===== config.mk =====
export PLATFORM = sky130hd
export DESIGN_NAME = vip_top
export DESIGN_NICKNAME = d
export VERILOG_FILES = /design/src/rtl/vip_pkg.sv /design/src/rtl/vip_arbiter.sv /design/src/rtl/vip_top.sv
export SDC_FILE = /design/constraint.sdc
export NUM_CORES = 1
export LEC_CHECK = 0
export ABC_AREA = 1
export BUFFER_PORTS_ARGS = -buffer_cell sky130_fd_sc_hd__buf_2
export CAP_MARGIN = 20
export CORE_MARGIN = 4
export CORE_UTILIZATION = 40
export CTS_BUF_LIST = sky130_fd_sc_hd__clkbuf_8
export DETAILED_ROUTE_END_ITERATION = 16
export SLEW_MARGIN = 20
export SYNTH_ARGS = -nofsm -noshare
export SYNTH_HDL_FRONTEND = slang
export SYNTH_HIERARCHICAL = 1
export SYNTH_SLANG_ARGS = --single-unit

===== constraint.sdc =====
create_clock -name clk -period 4.65 [get_ports clk]
set_clock_uncertainty 0.2 [all_clocks]
set_input_delay 0.2325 -clock clk [delete_from_list [all_inputs] [get_ports clk]]
set_output_delay 0.2325 -clock clk [all_outputs]
set_load 0.05 [all_outputs]

===== src/rtl/vip_pkg.sv =====
// Overview of operation
// - Priority bit one lifts pin to level one
// - Group zero bits 0-2: MAC vectors 40-48
// - Group zero bits 3-4: PLL, flash vectors
// - Group zero bits 5-7: timers 0-2 vectors
// - Group one bit 0: timer 3 at 060h
// - Vectors 064h and 068h never issued
package vip_pkg;
  localparam int NUM_SRC = 21;                  // Source count
  localparam int VEC_W   = 8;                   // Vector width
  localparam int IDX_W   = 5;                   // Source index width
  // Source index to vector; gap at 064h/068h keeps NMI vector free
  localparam logic [VEC_W-1:0] VEC_BASE0 = 8'h40; // Indices 0..8
  localparam logic [VEC_W-1:0] VEC_BASE1 = 8'hA0; // Indices 9..20
  localparam int BASE1_IDX = 9;                 // First port B index
  localparam logic [VEC_W-1:0] VEC_NONE  = 8'h00; // Idle vector
  // APB register byte offsets
  localparam logic [7:0] OFS_GRP0   = 8'h00;    // Priority group zero
  localparam logic [7:0] OFS_GRP1   = 8'h04;    // Priority group one
  localparam logic [7:0] OFS_GRP3   = 8'h0C;    // Priority group three
  localparam logic [7:0] OFS_GRP4   = 8'h10;    // Priority group four
  localparam logic [7:0] OFS_STAT   = 8'h20;    // Sticky status (RO)
  localparam logic [7:0] OFS_CLR    = 8'h24;    // Status clear (WO)
  localparam logic [7:0] OFS_EN     = 8'h28;    // Enable
  localparam logic [7:0] OFS_VEC    = 8'h2C;    // Current vector (RO)
  localparam logic [31:0] RST_ZERO  = 32'h00000000; // Reset value
endpackage


===== src/rtl/vip_arbiter.sv =====
`timescale 1ns/1ns
// Picks the winning source: level one first, then lowest index
module vip_arbiter import vip_pkg::*; #(
  parameter int N = NUM_SRC                     // Source count
) (
  input  wire logic [N-1:0]     pend,           // Pending sources
  input  wire logic [N-1:0]     lvl1,           // Level-one flags
  output logic                  hit,            // Any pending
  output logic [IDX_W-1:0]      idx             // Winner index
);
  logic [N-1:0] hiSet;                          // Pending at level one
  logic [N-1:0] pick;                           // Set actually searched

  // Search level one only if any exists
  always_comb begin
    hiSet = pend & lvl1;
    pick  = (|hiSet) ? hiSet : pend;
    hit   = |pend;
    idx   = '0;
    // Descending loop so lowest index wins last
    for (int i = N - 1; i >= 0; i--) begin
      if (pick[i]) begin
        idx = IDX_W'(i);
      end
    end
  end
endmodule


===== src/rtl/vip_top.sv =====
`timescale 1ns/1ns
module vip_top import vip_pkg::*; (
  input  wire logic                 clk,        // 25 MHz clock
  input  wire logic                 rst,        // Async reset, high
  input  wire logic                 psel,       // APB select
  input  wire logic                 penable,    // APB access phase
  input  wire logic                 pwrite,     // APB write
  input  wire logic [7:0]           paddr,      // APB byte address
  input  wire logic [31:0]          pwdata,     // APB write data
  output logic                      pready,     // APB ready
  output logic [31:0]               prdata,     // APB read data
  output logic                      pslverr,    // APB error
  input  wire logic [NUM_SRC-1:0]   srcEvent,   // Source event pulses
  output logic                      irq,        // Interrupt level
  output logic [VEC_W-1:0]          vector      // Vector to core
);
  logic [7:0]         grp0_q;                   // Group zero bits
  logic               grp1_q;                   // Group one bit 0
  logic [7:0]         grp3_q;                   // Group three bits
  logic [1:0]         grp4_q;                   // Group four bits
  logic [NUM_SRC-1:0] stat_q;                   // Sticky status
  logic [NUM_SRC-1:0] en_q;                     // Enables
  logic [VEC_W-1:0]   vec_q;                    // Registered vector
  logic [NUM_SRC-1:0] lvl1;                     // Per-source level
  logic [NUM_SRC-1:0] clrMask;                  // Write-one clears
  logic               wrEn;                     // Write strobe
  logic               hit;                      // Arbiter any
  logic [IDX_W-1:0]   win;                      // Arbiter winner
  logic               mapped;                   // Address decodes

  // Index to vector; skips 064h/068h by rebasing port B
  function automatic logic [VEC_W-1:0] idx2vec(input logic [IDX_W-1:0] i);
    logic [VEC_W-1:0] w;
    w = VEC_W'(i);
    if (int'(i) < BASE1_IDX) begin
      idx2vec = VEC_BASE0 + (w << 2);
    end else begin
      idx2vec = VEC_BASE1 + ((w - VEC_W'(BASE1_IDX)) << 2);
    end
  endfunction

  // Source order: MAC rx,tx,sys, PLL, flash, T0-T2, T3, PB0-7, PC0-1
  // Sources 19 and 20 have no group bit and stay at default level
  assign lvl1 = NUM_SRC'({grp4_q, grp3_q, grp1_q, grp0_q});

  // APB decode; no wait states, so pready is simply tied high
  assign pready  = 1'b1;                        // Zero wait states
  assign wrEn    = psel & penable & pwrite;
  assign mapped  = paddr == OFS_GRP0 || paddr == OFS_GRP1 ||
                   paddr == OFS_GRP3 || paddr == OFS_GRP4 ||
                   paddr == OFS_STAT || paddr == OFS_CLR  ||
                   paddr == OFS_EN   || paddr == OFS_VEC;
  assign pslverr = psel & penable & ~mapped;
  assign clrMask = (wrEn && paddr == OFS_CLR) ? pwdata[NUM_SRC-1:0] : '0;

  // Priority registers, written in the access phase
  always_ff @(posedge clk or posedge rst) begin
    if (rst) begin
      grp0_q <= RST_ZERO[7:0];
      grp1_q <= RST_ZERO[0];
      grp3_q <= RST_ZERO[7:0];
      grp4_q <= RST_ZERO[1:0];
    end else if (wrEn) begin
      if (paddr == OFS_GRP0) grp0_q <= pwdata[7:0];
      if (paddr == OFS_GRP1) grp1_q <= pwdata[0];
      if (paddr == OFS_GRP3) grp3_q <= pwdata[7:0];
      if (paddr == OFS_GRP4) grp4_q <= pwdata[1:0];
    end
  end

  // Enable register
  always_ff @(posedge clk or posedge rst) begin
    if (rst) begin
      en_q <= RST_ZERO[NUM_SRC-1:0];
    end else if (wrEn && paddr == OFS_EN) begin
      en_q <= pwdata[NUM_SRC-1:0];
    end
  end

  // Sticky status; a new event beats a clear in the same cycle
  always_ff @(posedge clk or posedge rst) begin
    if (rst) begin
      stat_q <= RST_ZERO[NUM_SRC-1:0];
    end else begin
      stat_q <= (stat_q & ~clrMask) | srcEvent;
    end
  end

  vip_arbiter #(
    .N    (NUM_SRC)
  ) u_arb (
    .pend (stat_q & en_q),
    .lvl1 (lvl1),
    .hit  (hit),
    .idx  (win)
  );

  // Vector register, one cycle behind status
  always_ff @(posedge clk or posedge rst) begin
    if (rst) begin
      vec_q <= VEC_NONE;
    end else begin
      vec_q <= hit ? idx2vec(win) : VEC_NONE;
    end
  end

  // irq is decoded from registered stat_q, so a clear drops it one cycle later, a cycle ahead of vector
  assign vector = vec_q;
  assign irq    = |(stat_q & en_q);

  // Read mux; unmapped and write-only read zero
  always_comb begin
    prdata = '0;
    case (paddr)
      OFS_GRP0: prdata[7:0] = grp0_q;
      OFS_GRP1: prdata[0]   = grp1_q;
      OFS_GRP3: prdata[7:0] = grp3_q;
      OFS_GRP4: prdata[1:0] = grp4_q;
      OFS_STAT: prdata[NUM_SRC-1:0] = stat_q;
      OFS_EN:   prdata[NUM_SRC-1:0] = en_q;
      OFS_VEC:  prdata[VEC_W-1:0]   = vec_q;
      default:  prdata = '0;
    endcase
  end

  // Reserved vectors stay clear of the NMI slot
  a_vec_gap: assert property (@(posedge clk) disable iff (rst)
    vector != 8'h64 && vector != 8'h68)
    else $error("Reserved vector issued");
  // Nothing enabled and pending gives the idle vector next cycle
  a_vec_idle: assert property (@(posedge clk) disable iff (rst)
    !irq |=> vector == VEC_NONE)
    else $error("Idle vector wrong");
  // An event always lands in status, even against a clear
  a_event_sets: assert property (@(posedge clk) disable iff (rst)
    srcEvent != '0 |=> (stat_q & $past(srcEvent)) == $past(srcEvent))
    else $error("Event lost in status");
  // An enabled event raises the level one cycle later
  a_irq_lvl: assert property (@(posedge clk) disable iff (rst)
    (|(srcEvent & en_q) && !(wrEn && paddr == OFS_EN)) |=> irq)
    else $error("Interrupt level wrong");
  // Two defaults pending: the lower vector goes first
  a_low_first: assert property (@(posedge clk) disable iff (rst)
    ((stat_q & en_q) == 21'h3 && lvl1[1:0] == 2'b00) |=> vector == 8'h40)
    else $error("Lower vector not first");
  // A lone source, a lone level-one source, or level-one MAC rx gets its fixed vector
  a_mac_rx: assert property (@(posedge clk) disable iff (rst)
    (stat_q[0] && en_q[0] && grp0_q[0]) |=> vector == 8'h40)
    else $error("MAC rx level one not first");
  a_mac_tx: assert property (@(posedge clk) disable iff (rst)
    ((stat_q & en_q & lvl1) == 21'h2) |=> vector == 8'h44)
    else $error("MAC tx vector wrong");
  a_mac_sys: assert property (@(posedge clk) disable iff (rst)
    ((stat_q & en_q & lvl1) == 21'h4) |=> vector == 8'h48)
    else $error("MAC sys vector wrong");
  a_pll_vec: assert property (@(posedge clk) disable iff (rst)
    ((stat_q & en_q) == 21'h8) |=> vector == 8'h4C)
    else $error("PLL vector wrong");
  a_pll_lvl: assert property (@(posedge clk) disable iff (rst)
    ((stat_q & en_q & lvl1) == 21'h8) |=> vector == 8'h4C)
    else $error("PLL level one vector wrong");
  a_flash_vec: assert property (@(posedge clk) disable iff (rst)
    ((stat_q & en_q & lvl1) == 21'h10) |=> vector == 8'h50)
    else $error("Flash vector wrong");
  a_t0_vec: assert property (@(posedge clk) disable iff (rst)
    ((stat_q & en_q & lvl1) == 21'h20) |=> vector == 8'h54)
    else $error("Timer 0 vector wrong");
  a_t1_vec: assert property (@(posedge clk) disable iff (rst)
    ((stat_q & en_q & lvl1) == 21'h40) |=> vector == 8'h58)
    else $error("Timer 1 vector wrong");
  a_t2_vec: assert property (@(posedge clk) disable iff (rst)
    ((stat_q & en_q & lvl1) == 21'h80) |=> vector == 8'h5C)
    else $error("Timer 2 vector wrong");
  a_t3_vec: assert property (@(posedge clk) disable iff (rst)
    ((stat_q & en_q & lvl1) == 21'h100) |=> vector == 8'h60)
    else $error("Timer 3 vector wrong");
  // Port pins sit above the gap, one word apart
  a_pb0_vec: assert property (@(posedge clk) disable iff (rst)
    ((stat_q & en_q & lvl1) == 21'h200) |=> vector == 8'hA0)
    else $error("Port B 0 vector wrong");
  a_pb1_vec: assert property (@(posedge clk) disable iff (rst)
    ((stat_q & en_q & lvl1) == 21'h400) |=> vector == 8'hA4)
    else $error("Port B 1 vector wrong");
  a_pb2_vec: assert property (@(posedge clk) disable iff (rst)
    ((stat_q & en_q & lvl1) == 21'h800) |=> vector == 8'hA8)
    else $error("Port B 2 vector wrong");
  a_pb3_vec: assert property (@(posedge clk) disable iff (rst)
    ((stat_q & en_q & lvl1) == 21'h1000) |=> vector == 8'hAC)
    else $error("Port B 3 vector wrong");
  a_pb4_vec: assert property (@(posedge clk) disable iff (rst)
    ((stat_q & en_q & lvl1) == 21'h2000) |=> vector == 8'hB0)
    else $error("Port B 4 vector wrong");
  a_pb5_vec: assert property (@(posedge clk) disable iff (rst)
    ((stat_q & en_q & lvl1) == 21'h4000) |=> vector == 8'hB4)
    else $error("Port B 5 vector wrong");
  a_pb6_vec: assert property (@(posedge clk) disable iff (rst)
    ((stat_q & en_q & lvl1) == 21'h8000) |=> vector == 8'hB8)
    else $error("Port B 6 vector wrong");
  a_pb7_vec: assert property (@(posedge clk) disable iff (rst)
    ((stat_q & en_q & lvl1) == 21'h10000) |=> vector == 8'hBC)
    else $error("Port B 7 vector wrong");
  a_pc0_vec: assert property (@(posedge clk) disable iff (rst)
    ((stat_q & en_q & lvl1) == 21'h20000) |=> vector == 8'hC0)
    else $error("Port C 0 vector wrong");
  a_pc1_vec: assert property (@(posedge clk) disable iff (rst)
    ((stat_q & en_q & lvl1) == 21'h40000) |=> vector == 8'hC4)
    else $error("Port C 1 vector wrong");
  // Level-one port C pin beats a pending default MAC event
  a_lvl_first: assert property (@(posedge clk) disable iff (rst)
    (stat_q[0] && en_q[0] && !lvl1[0]
     && (stat_q & en_q & lvl1) == 21'h40000) |=> vector == 8'hC4)
    else $error("Level one source not first");
  // Main scenarios worth seeing
  c_two_lvl: cover property (@(posedge clk) disable iff (rst)
    hit && |(stat_q & en_q & lvl1) && |(stat_q & en_q & ~lvl1));
  c_clr_set: cover property (@(posedge clk) disable iff (rst)
    |(clrMask & srcEvent));
  c_pb_vec: cover property (@(posedge clk) disable iff (rst)
    vector == 8'hA0);
  c_t3_vec: cover property (@(posedge clk) disable iff (rst)
    vector == 8'h60);
  c_pc_lvl: cover property (@(posedge clk) disable iff (rst)
    vector == 8'hC4);
endmodule


# ---- Yosys cells after proc, flatten, opt, wreduce, memory -nomap -nowiden
# Index checks and enable logic that the tools add are counted.
dict set report op_classes {
  muxes 29
  n_reduce_logical 16
  n_eq_ne 7
  add_sub_neg 3
  n_bitwise 9
  order_cmp 1
}
# cell n
set ops {}
lappend ops {{5-bit two-way mux} 21}
lappend ops {{21-bit AND} 2}
lappend ops {{21-bit two-way mux} 2}
lappend ops {{21-bit OR reduction} 2}
lappend ops {{8-bit by 6-bit equality test with 1-bit output (second input constant)} 4}
lappend ops {{6-bit case mux with 5 select lines} 1}
lappend ops {{13-bit case mux with 2 select lines} 1}
lappend ops {{21-bit by 19-bit AND with 21-bit output} 1}
lappend ops {{21-bit inverter} 1}
lappend ops {{21-bit bitwise OR} 1}
lappend ops {{8-bit two-way mux} 2}
lappend ops {{7-bit by 7-bit adder with 8-bit output (first input constant)} 1}
lappend ops {{8-bit adder (first input constant)} 1}
lappend ops {{8-bit by 3-bit equality test with 1-bit output (second input constant)} 1}
lappend ops {{8-bit by 4-bit equality test with 1-bit output (second input constant)} 1}
lappend ops {{8-bit by 5-bit equality test with 1-bit output (second input constant)} 1}
lappend ops {{8-bit logical NOT} 1}
lappend ops {{2-bit AND reduction} 4}
lappend ops {{1-bit logical OR} 7}
lappend ops {{1-bit case mux with 7 select lines} 1}
lappend ops {{1-bit case mux with 6 select lines} 1}
lappend ops {{5-bit by 4-bit subtractor with 6-bit output (second input constant)} 1}
lappend ops {{5-bit by 4-bit less-than comparator with 1-bit output (second input constant)} 1}
lappend ops {{1-bit AND} 3}
lappend ops {{other kinds (2)} 3}
dict set report word_totals {
  word_cells 72
  reg_bits 69
  input_bits 66
  output_inout_bits 43
}

# ---- Depth between registers and ports, before layout
# Gate-level depths: netlist of the first run.
dict set report depth {
  word_depth 29
  ltp_mapped 38
  ltp_nobuf 38
}

# ---- By module
# Netlist of the first run, hierarchy kept.
# module area_per_inst_um2 cells_per_inst seq_area_each_um2 instances
set modules_own_cells {}
lappend modules_own_cells {vip_top 3833.7 526 1676.6 1}
lappend modules_own_cells {vip_arbiter 719.4 160 0.0 1}

# ---- Worst setup path after synthesis of the first run
# OpenSTA, ideal clock, no wires.
dict set report synth_path {
  path_kind {register to register}
  from {register stat_q[18]}
  to {register vec_q[6], in the netlist vector[6]}
  required_ps 4334
  synth_period_minus_slack_ps 3365
  setup_ps 116
  setup_slack_ps 1285
  n_path_buf 0
  t_arrival_ps 3049
  stages_incl_launch_ff 37
  path_cell_list {dfrtp_1 -> nand2_1 -> inv_1 -> nand2_1 -> nand2_1 -> nor2_1 -> nand2_1 -> nor2_4 -> nand2_4 -> o21ai_4 -> inv_2 -> nand2_1 -> nand2_1 -> nand2_1 -> nand2_1 -> nand2_1 -> nand2_1 -> nand2_1 -> nand2_1 -> nand2_1 -> nand2_1 -> nand2_1 -> nand2_1 -> nand2_1 -> nand2_1 -> nand2_1 -> nand2_1 -> a21oi_2 -> inv_1 -> ha_1 -> nand2_1 -> nand2_1 -> nand2_1 -> nand2_1 -> ha_1 -> nor2_1 -> nor2_1}
}
dict set report synth_via {
  elab_cells_between_ends 32
  cone_classes {add/sub: 3; order compare: 1; mux: 24; bitwise: 2; reduce/logical: 2}
}
# element line
set synth_rtl {}
lappend synth_rtl {{from (decl)} vip_top.sv:21} ;# logic [NUM_SRC-1:0] stat_q;
lappend synth_rtl {{from (signal assigned)} vip_top.sv:83} ;# stat_q <= RST_ZERO[NUM_SRC-1:0];
lappend synth_rtl {{from (signal assigned)} vip_top.sv:85} ;# stat_q <= (stat_q & ~clrMask) | srcEvent;
lappend synth_rtl {{21-bit AND (*)} vip_top.sv:92} ;# .pend (stat_q & en_q),
lappend synth_rtl {{21-bit by 19-bit AND with 21-bit output} vip_arbiter.sv:16} ;# hiSet = pend & lvl1;
lappend synth_rtl {{21-bit OR reduction} vip_arbiter.sv:17} ;# pick = (|hiSet) ? hiSet : pend;
lappend synth_rtl {{21-bit two-way mux (*)} vip_arbiter.sv:17}
lappend synth_rtl {{5-bit two-way mux (19 in series)} vip_arbiter.sv:22} ;# if (pick[i]) begin
lappend synth_rtl {{5-bit two-way mux (*)} vip_arbiter.sv:22}
lappend synth_rtl {{via win[0]} vip_top.sv:28} ;# logic [IDX_W-1:0] win;
lappend synth_rtl {{5-bit by 4-bit subtractor with 6-bit output} vip_top.sv:38} ;# idx2vec = VEC_BASE1 + ((w - VEC_W'(BASE1_IDX)) << 2);
lappend synth_rtl {{8-bit adder} vip_top.sv:38}
lappend synth_rtl {{8-bit two-way mux (*)} vip_top.sv:35} ;# if (int'(i) < BASE1_IDX) begin
lappend synth_rtl {{8-bit two-way mux (*)} vip_top.sv:103} ;# vec_q <= hit ? idx2vec(win) : VEC_NONE;
lappend synth_rtl {{to (signal assigned)} vip_top.sv:103}
lappend synth_rtl {{to (decl)} vip_top.sv:23} ;# logic [VEC_W-1:0] vec_q;
# Mark *: on every way through the listed nets, which the timed path passes. The rest lies on a longest branch.
# A chain may end at the register's enable or synchronous reset.

# ---- Final worst setup path of the first run
dict set report layout_path {
  from {register stat_q[12]}
  to {register vec_q[7], in the netlist vector[7]}
}
# The elaborated chain is that of the path after synthesis.

==> metrics.md, run 1 <==
| Metric | Value |
|---|---|
| Initial antenna violation count | 0 |
| Fmax | 249 MHz |
| TritonCTS clock tree | yes |
| PortBufs | 83 |
| Layout filler cell count | 1,089 |
| FF/Latch Area | 1680 sq um |
| Detail Route Antenna Nets | 0 |
| Setup repair after global routing missed its margin | no |
| Largest net degree at the start of global routing | 41 |
| Utilization after layout | 52.8% |
| Clock root cell | clkbuf_8 |
| Leakage | 3.33 nW |
| Status | finished, final reports clean |
| Reg2reg start | stat_q[12] |
| Final wirelength | 12.5 mm |
| Fraction of the cycle the final worst path needs | 86.4% |
| Register area share after synthesis | 36.8% |
| Grt ovf | 0 |
| Critical Path Start | stat_q[12] |
| Final GP Congestion | 0.886 |
| Avg Synthesized Cell Area | 6.64 sq um |
| DRC Markers | 0 |
| Unique masters post-synth | 32 |
| CP Data Required Time | 4680 ps |
| Tightest Pin Transition | 1030 ps |
| Initial DRC count | 243 |
| Setup slack at placement | 726 ps |
| Hold path startpoint | pwdata[0] |
| Drt via density | 4.71 |
| Htree depth | 3 |
| Routed len/inst | 12.9 um |
| ANT cells | 0 |
| Startpoint Class | flip-flop |
| Slowest CP cell | dfrtp_1 |
| Hold crit path type | in2reg |
| Crit Path Class | reg2reg |
| Pwr Total | 1.44 mW |
| Crit-path max cell delay | 400 ps |
| Worst Setup End Kind | flip-flop |
| Worst Path Max Fanout | 16 |
| Mapped Area | 4550 sq um |
| Initial core utilization | 41.5% |
| Placed Area | 4970 sq um |
| Instance count on the critical path | 36 |
| Share of cells above drive strength 1 | 17.5% |
| # setup viols final | 0 |
| R2R depth | 36 |
| Final min period | 4020 ps |
| Met3 WL post-DR | 536 um |
| Clock Path Buffers | 2 |
| Die height | 115 um |
| Core area | 11,000 sq um |
| Post-Route M1 WL | 5.84 mm |
| Most frequent cells in the layout | nand2_1, inv_1, buf_2 |
| Clock transition at path regs | 70 ps |
| Worst setup path endpoint | vector[7] |
| Commonest non-fill, non-tap cell in the layout | nand2_1 |
| Clk Latency, worst-skew pair | 350 ps |
| Final Hold Violating Endpoints | 0 |
| Final WS setup | 632 ps |
| Synth-to-Final Area Change | 27.5% |
| Setup repair bufs after CTS | 0 |
| Total GRT Usage | 20.1% |
| Vias post-DR | 4,587 |
| Top Layer Used | met4 |
| Number of global-route vias before repair | 4,387 |
| Chip width | 115 um |
| Slew headroom | 31.1% |
| Power per cell area | 248 nW/um^2 |
| #FFs+latches synth | 67 |
| Placed insts | 896 |
| I/O pins | 109 |
| Yosys Warn Count | 6 |
| First-pass GRT wire length | 20.9 mm |
| Slew Viols, Final | 0 |
| Row Count | 38 |
| Final setup TNS | 0 ps |
| Crit path arrival time | 4050 ps |
| CTS sink cnt | 67 |
| Cells after Synth | 686 |
| Finished Layout Cells | 973 |
| Worst path bufs/invs | 3 |
| Final nets | 897 |
| # Max-Cap Violations | 0 |
| Final instance area | 5800 sq um |
| R2r setup slk | 630 ps |
| DP HPWL | 9.20 mm |
| PostCTS Resize Cnt | 0 |
| Peak VDD IR | 179 uV |
| Met2 routed WL | 5.93 mm |
| Worst hold margin | 48.5 ps |
| Top delay family on crit path | simple AND/OR/NAND/NOR gates |
| Worst R2R End | vector[7] |
| Die ar. | 13,200 sq um |
| Most frequent CP cell | nand2_1 |
| Total CTS buffers | 9 |
| Multi-input gate area | 2240 sq um |
| DRT Pass-1 Iters | 5 |
-- flip-flops by register name, summed over array words and instances (netlist names) --
name	flops
grp0_q	8
vector	6
grp3_q	8
grp4_q	2
en_q	21
stat_q	21
grp1_q	1
-- power breakdown --
part / leakage [nW] / switching, mW / total [mW] / internal [mW]
Combinational: 2.43 / 0.205 / 0.295 / 0.0892
Sequential: 0.794 / 0.0141 / 0.620 / 0.606
Clock: 0.113 / 0.221 / 0.523 / 0.302
Total: 3.33 / 0.441 / 1.44 / 0.997
-- worst min-delay path, cell delays in order --
cell     delay (ps)
buf_2            90
inv_1           100
o21ai_2         140
-- cell families after synthesis --
group | count (synthesis) | share of synthesized area (%)
and+or+nand+nor | 391 | 36.2
buffers and inverters | 150 | 15.2
AOI/OAI and AO/OA | 74 | 11.0
DFF | 67 | 36.8
adders and majority gates | 2 | 0.550
other | 2 | 0.165
-- layer usage --
| metal | vias up | track usage, % |
|---|---|---|
| met5 | - | 0 |
| met4 | 0 | 7.75 |
| li1 | 2335 | - |
| met3 | 12 | 2.38 |
| met1 | 2127 | 27.4 |
| met2 | 113 | 32.6 |
-- synth_stat cells --
cell      count  area (sq um)
a31oi_1       2          12.5
buf_6         9           101
clkinv_1      1          3.75
nor3_1        4          20.0
nor3b_1       1          7.51
nand2_2       8          50.1
inv_1       116           435
a22o_1       10          87.6
dfrtp_1      67          1680
o21ai_2      17           149
buf_2         3          15.0
nor2_4        8          90.1
o21ai_4       1          16.3
o21ai_0      26           130
buf_4        15           113
a21oi_2       1          8.76
o21a_1        3          22.5
o31ai_1       1          7.51
ha_1          2          25.0
a21oi_1       4          20.0
nand4_1       7          43.8
nand2_4       3          33.8
nand3_1      33           165
o21ai_1       8          40.0
a41oi_1       1          8.76
clkbuf_1      1          3.75
inv_2         5          18.8
conb_1        2          7.51
nor2_2        4          25.0
nor2_1       46           173
nand2_1     276          1040
nor4_1        1          6.26
-- final cells by class --
cell class	instances	share of cell area (%)
Sequential cell	67	28.9
Multi-Input combinational cell	483	38.6
Timing Repair Buffer	146	18.0
Inverter	122	7.89
Clock buffer	13	3.08
Clock inverter	2	0.582
Tap cell	140	3.02
-- worst min path at each step --
stage / cells after the start / endpoint / slack [ps]
2_1_floorplan: 2 / stat_q[20] / 130
3_3_place_gp: 2 / stat_q[6] / 140
3_5_place_dp: 2 / en_q[4] / 140
4_1_cts: 3 / grp3_q[1] / 30
5_1_grt: 3 / grp0_q[1] / 60
6_report: 3 / grp3_q[0] / 50
-- what timing repair did --
item	CTS	global route
hold buffers	62	0
endpoints found under the hold margin	73	0
setup endpoints to repair	0	0
No activity file was read; power rests on OpenSTA's default activity.
==> inputs of run 2 (changes only) <==
- ABC_AREA: 1 -> unset
- CTS_BUF_LIST: sky130_fd_sc_hd__clkbuf_8 -> unset
==> metrics.md, run 2 <==
| Metric | Value |
|---|---|
| Status | finished, final reports clean (unchanged) |
| Yosys Warn Count | 6 (unchanged) |
| First-pass GRT wire length | 22.3 mm (was 20.9 mm) |
| Top-count cell post-synth | dfrtp_1 (was nand2_1) |
| Total CTS buffers | 9 (unchanged) |
| Share of cells above drive strength 1 | 28.4% (was 17.5%) |
| Cells after Synth | 443 (was 686) |
| Slew headroom | 46.0% (was 31.1%) |
| Multi-input gate area | 2590 sq um (was 2240 sq um) |
| #FFs+latches synth | 67 (unchanged) |
| Mapped Area | 4470 sq um (was 4550 sq um) |
| Slew Viols, Final | 0 (unchanged) |
| Largest net degree at the start of global routing | 42 (was 41) |
| Final Hold Violating Endpoints | 0 (unchanged) |
| Power per cell area | 230 nW/um^2 (was 248 nW/um^2) |
| Core area | 10,900 sq um (was 11,000 sq um) |
| Number of global-route vias before repair | 4,356 (was 4,387) |
| Hold path startpoint | pwdata[0] (unchanged) |
| Hold crit path type | in2reg (unchanged) |
| ANT cells | 0 (unchanged) |
| Initial antenna violation count | 0 (unchanged) |
| Synth-to-Final Area Change | 29.4% (was 27.5%) |
| TritonCTS clock tree | yes (unchanged) |
| Chip width | 114 um (was 115 um) |
| Htree depth | 3 (unchanged) |
| Total GRT Usage | 22.1% (was 20.1%) |
| Final wirelength | 13.9 mm (was 12.5 mm) |
| Tightest Pin Transition | 805 ps (was 1030 ps) |
| Final nets | 659 (was 897) |
| Layout filler cell count | 1,021 (was 1,089) |
| Final GP Congestion | 0.930 (was 0.886) |
| Clock root cell | clkbuf_8 (unchanged) |
| Critical Path Start | stat_q[8] (was stat_q[12]) |
| Worst Path Max Fanout | 6 (was 16) |
| Crit path arrival time | 4150 ps (was 4050 ps) |
| Clock Path Buffers | 2 (unchanged) |
| # setup viols final | 0 (unchanged) |
| PortBufs | 83 (unchanged) |
| Dominant cells by area after synthesis | dfrtp_1, mux2_2, a21o_1 (was dfrtp_1, nand2_1, inv_1) |
| Commonest non-fill, non-tap cell in the layout | buf_2 (was nand2_1) |
| Final instance area | 5780 sq um (was 5800 sq um) |
| DP HPWL | 10.2 mm (was 9.20 mm) |
| CP Data Required Time | 4680 ps (about the same) |
| DRT Pass-1 Iters | 6 (was 5) |
| Routed len/inst | 18.9 um (was 12.9 um) |
| I/O pins | 109 (unchanged) |
| Post-synth ARST share | 100% (unchanged) |
| Initial core utilization | 41.0% (was 41.5%) |
| Final setup TNS | 0 ps (unchanged) |
| Setup repair after global routing missed its margin | no (unchanged) |
| Largest registers | en_q (21), stat_q (21) (unchanged) |
| EDFF count, synth | 0 (unchanged) |
| Clock transition at path regs | 70 ps (about the same) |
| Placed Area | 4980 sq um (was 4970 sq um) |
| DRC Markers | 0 (unchanged) |
| Drt via density | 5.80 (was 4.71) |
| Fraction of the cycle the final worst path needs | 88.5% (was 86.4%) |
| CTS sink cnt | 67 (unchanged) |
| Avg Synthesized Cell Area | 10.1 sq um (was 6.64 sq um) |
| Crit Path Class | reg2reg (unchanged) |
| Reg2reg start | stat_q[8] (was stat_q[12]) |
| # Max-Cap Violations | 0 (unchanged) |
| Peak VDD IR | 142 uV (was 179 uV) |
| Leakage | 2.57 nW (was 3.33 nW) |
| Startpoint Class | flip-flop (unchanged) |
| Most used flip-flop cell after synthesis | dfrtp_1 (unchanged) |
| Vias post-DR | 4,263 (was 4,587) |
| Synth area leader | dfrtp_1 (unchanged) |
| Initial DRC count | 310 (was 243) |
| Register area share after synthesis | 37.5% (was 36.8%) |
| Grt ovf | 0 (unchanged) |
| Detail Route Antenna Nets | 0 (unchanged) |
| Die ar. | 12,900 sq um (was 13,200 sq um) |
| Die height | 114 um (was 115 um) |
| Area share of the largest cell type after synthesis | 37.5% (was 36.8%) |
| Clk Latency, worst-skew pair | 350 ps (about the same) |
| Row Count | 38 (unchanged) |
| Fmax | 243 MHz (was 249 MHz) |
| Unique masters post-synth | 74 (was 32) |
| Synth top cells by count | dfrtp_1, mux2_2, nand2_1, a21o_1, and2_1 (was nand2_1, inv_1, dfrtp_1, nor2_1, nand3_1) |
| FF/Latch Area | 1680 sq um (unchanged) |
| Final min period | 4110 ps (was 4020 ps) |
| Worst Setup End Kind | flip-flop (unchanged) |
| Most frequent cells in the layout | buf_2, dfrtp_1, dlygate4sd3_1 (was nand2_1, inv_1, buf_2) |
[run 2: changes by cell type in the layout (fill, tap and decap cells not counted), moves of 22 or more]
cell	previous run	this run
a21o_1	0	22
and2_1	0	22
inv_1	116	17
mux2_2	0	42
nand2_1	276	34
nand3_1	33	7
nor2_1	46	7
[run 2: worst paths after layout]
kind	depth (start not counted)	slack, ps	end
hold / removal	2	20	en_q[0]
min in group asynchronous	3	290	en_q[20]
hold reg to reg	1	330	en_q[19]
setup / recovery	12	540	vector[7]
setup reg to reg	12	540	vector[7]
max in group asynchronous	4	3030	vector[4]
[run 2: routing by layer]
| metal | vias to the layer above | share of wire (%) | track usage [%] |
|---|---|---|---|
| li1 | 1973 | - | - |
| met1 | 2086 | 42 | 27.6 |
| met5 | - | 0 | 0 |
| met4 | 0 | 2.3 | 8.89 |
| met3 | 26 | 7.3 | 4.56 |
| met2 | 178 | 48 | 37.5 |
[run 2: logic make-up (layout without fill, tap and decap cells)]
logic type                 count (synthesis)  count (layout)  share of synthesized area [%]
AOI/OAI and AO/OA                        132             132                           23.5
and+or+nand+nor                          132             132                           18.1
DFF                                       67              67                           37.5
muxes                                     54              54                           13.3
buffers and inverters                     51             186                           6.30
xor gates and xnor gates                   3               3                          0.588
adders and majority gates                  2               2                          0.560
other                                      2              19                          0.168
[run 2: area by class of cell]
cell class,count,area share (%)
inverters,18,1.17
clock buffers,10,2.21
flip-flops and latches,67,29.0
well taps,140,3.03
multi-input cells,342,44.7
repair buffers,153,18.9
clock inverters,5,0.952
[run 2: critical path: stages, from the launching register on]
cell and delay [ps]:
dfrtp_1 400, and2_1 260, a222oi_1 420, nand4_1 300
o41ai_2 480, nor4bb_1 160, a2111oi_1 430, nor3_1 140
nor3_1 460, xnor2_1 130, ha_1 240, nor3_1 160
and4b_1 220
[run 2: report_power, final]
part / internal, mW / total [mW] / leakage, nW / switching, mW
clock: 0.243 / 0.463 / 0.0881 / 0.220
sequential: 0.593 / 0.607 / 0.823 / 0.0137
combinational: 0.100 / 0.264 / 1.65 / 0.164
total: 0.936 / 1.33 / 2.57 / 0.397
[run 2: what timing repair did]
item / in CTS / in global routing
gates resized for setup: 0 / 0
buffers inserted: 0 / 0
hold buffers: 62 / 0
setup endpoints to repair: 0 / 0
hold endpoints to repair: 82 / 0
[run 2: metrics by stage]
step	cells	util (%)	setup WS, ps	hold WS (ps)	total power [mW]
floorplan	460	-	1080	125	0.785
global placement	658	45.7	668	123	0.848
detailed placement	658	45.7	608	123	0.852
CTS	735	53.1	580	3.06	1.35
global route	735	53.1	219	4.01	1.39
finish	735	53.1	536	22.6	1.33
==> inputs of run 3 (changes only) <==
- ABC_AREA: unset -> 1
- clock period: 4.65 -> 3.79 ns (I/O delays scaled with it)
==> metrics.md, run 3 (synthesis gave the netlist of run 1 again) <==
| Metric | Value |
|---|---|
| Status | finished, final reports clean (unchanged) |
| Slew headroom | 36.8% (was 46.0%) |
| Power per cell area | 323 nW/um^2 (was 230 nW/um^2) |
| Die height | 115 um (was 114 um) |
| DRT Pass-1 Iters | 6 (unchanged) |
| Clock root cell | clkbuf_16 (was clkbuf_8) |
| Number of global-route vias before repair | 4,425 (was 4,356) |
| CTS sink cnt | 67 (unchanged) |
| Final wirelength | 13.4 mm (was 13.9 mm) |
| Crit-path max cell delay | 400 ps (was 480 ps) |
| Largest net degree at the start of global routing | 40 (was 42) |
| Switching portion of total power | 29.2% (was 29.8%) |
| Final min period | 3690 ps (was 4110 ps) |
| Core area | 11,000 sq um (was 10,900 sq um) |
| Final setup TNS | 0 ps (unchanged) |
| # Max-Cap Violations | 0 (unchanged) |
| CP Data Required Time | 3810 ps (was 4680 ps) |
| Crit Path Class | reg2reg (unchanged) |
| Pint | 1.42 mW (was 0.936 mW) |
| Most frequent cells in the layout | nand2_1, inv_1, buf_2 (was buf_2, dfrtp_1, dlygate4sd3_1) |
| Setup repair after global routing missed its margin | yes (was no) |
| # setup viols final | 0 (unchanged) |
| Clk Latency, worst-skew pair | 330 ps (was 350 ps) |
| Htree depth | 3 (unchanged) |
| Clock share of power | 42.0% (was 34.7%) |
| Final nets | 922 (was 659) |
| Clock Path Buffers | 2 (unchanged) |
| Startpoint Class | flip-flop (unchanged) |
| DP HPWL | 9.50 mm (was 10.2 mm) |
| ANT cells | 0 (unchanged) |
| Multi-input gate area | 2350 sq um (was 2590 sq um) |
| Psw | 0.584 mW (was 0.397 mW) |
| Finished Layout Cells | 998 (was 735) |
| Final GP Congestion | 0.911 (was 0.930) |
| Tightest Pin Transition | 947 ps (was 805 ps) |
| Vias post-DR | 4,739 (was 4,263) |
| Combinational Power Share | 19.9% (was 19.8%) |
| Slowest CP cell | dfrtp_1 (was o41ai_2) |
| Commonest non-fill, non-tap cell in the layout | nand2_1 (was buf_2) |
| Chip width | 115 um (was 114 um) |
| I/O pins | 109 (unchanged) |
| Worst Setup End Kind | flip-flop (unchanged) |
| Initial antenna violation count | 0 (unchanged) |
| TritonCTS clock tree | yes (unchanged) |
| Largest registers | en_q (21), stat_q (21) (unchanged) |
| Share of cells above drive strength 1 | 24.6% (was 28.4%) |
| Hold crit path type | in2reg (unchanged) |
| Total GRT Usage | 20.5% (was 22.1%) |
| FF/Latch Area | 1680 sq um (unchanged) |
| First-pass GRT wire length | 21.2 mm (was 22.3 mm) |
| Die ar. | 13,200 sq um (was 12,900 sq um) |
| Reg power frac | 38.1% (was 45.5%) |
| Crit path arrival time | 3710 ps (was 4150 ps) |
| Pwr Total | 2.00 mW (was 1.33 mW) |
| Leakage | 3.50 nW (was 2.57 nW) |
| Routed len/inst | 13.5 um (was 18.9 um) |
| Drt via density | 4.75 (was 5.80) |
| DRC Markers | 0 (unchanged) |
| Initial core utilization | 41.5% (was 41.0%) |
| Placed insts | 902 (was 658) |
| Fraction of the cycle the final worst path needs | 97.3% (was 88.5%) |
| Clock transition at path regs | 50 ps (was 70 ps) |
| Grt ovf | 0 (unchanged) |
| Slew Viols, Final | 0 (unchanged) |
| Synth-to-Final Area Change | 35.9% (was 29.4%) |
| Fmax | 271 MHz (was 243 MHz) |
| Worst Path Max Fanout | 8 (was 6) |
| Layout filler cell count | 1,060 (was 1,021) |
| Row Count | 38 (unchanged) |
| Final Hold Violating Endpoints | 0 (unchanged) |
| Initial DRC count | 279 (was 310) |
| Total CTS buffers | 9 (unchanged) |
| Peak VDD IR | 234 uV (was 142 uV) |
| Detail Route Antenna Nets | 0 (unchanged) |
| PortBufs | 83 (unchanged) |
| Most frequent CP cell | nand2_1 (was nor3_1) |
## run 3: cell types whose count changed in the layout (fill, tap and decap cells not counted), moves of 22 or more
cell	change
nand2_1	+217
inv_1	+88
mux2_2	-42
nor2_1	+36
nand2_2	+32
nand3_1	+26
a21o_1	-22
and2_1	-22
## run 3: layer usage
metal,vias up,global-route usage (%),wire (um)
li1,2395,-,-
met1,2199,27.2,5970
met2,135,33.8,6510
met3,10,4.49,799
met4,0,5.32,143
met5,-,0,0
## run 3: worst paths after layout
check / to / cells past startpoint / slack [ps] / start
max in group asynchronous: grp3_q[0] / 4 / 2160 / rst
min reg2reg: en_q[11] / 2 / 300 / en_q[11]
max reg2reg: vector[6] / 36 / 100 / stat_q[12]
min in group asynchronous: stat_q[4] / 3 / 290 / rst
min: grp3_q[0] / 3 / 20 / pwdata[0]
max: vector[6] / 36 / 100 / stat_q[12]
## run 3: critical path: cells and delay by family (launching register included)
family / cells / cell delay [ps]
AOI/OAI and AO/OA: 2 / 340
adders and majority gates: 2 / 410
buffers and inverters: 3 / 150
DFF: 1 / 400
and+or+nand+nor: 29 / 2070
## run 3: timing repair
action / in CTS / in global routing
gates resized for setup: 0 / 47
hold buffers: 62 / 0
endpoints found under the hold margin: 79 / 0
setup endpoints to repair: 0 / 6
setup buffers: 0 / 19
## run 3: cell type report
type                       count  share of cell area [%]
sequential                    67                    27.1
tap                          140                    2.83
timing repair buffer         171                    19.9
clock inverter                 2                   0.566
inverter                     122                    7.40
clock buffer                  13                    4.21
multi-input combinational    483                    38.0
## run 3: stage by stage
stage | hold slack, ps | utilization (%) | setup WS, ps | instance area (sq um)
finish | 15.6 | 56.3 | 101 | 6190
global placement | 104 | 45.7 | 124 | 5020
floorplan | 87.7 | - | 425 | 4610
CTS | 6.24 | 54.0 | 23.5 | 5930
detailed placement | 119 | 45.7 | 80.5 | 5020
global route | 33.3 | 56.3 | -201 | 6190
## run 3: power groups by stage
stage	clock, mW	combinational [mW]	sequential, mW
floorplan	0	0.173	0.850
global placement	0	0.331	0.773
detailed placement	0	0.334	0.775
CTS	0.857	0.368	0.762
global route	0.886	0.436	0.765
finish	0.840	0.398	0.763
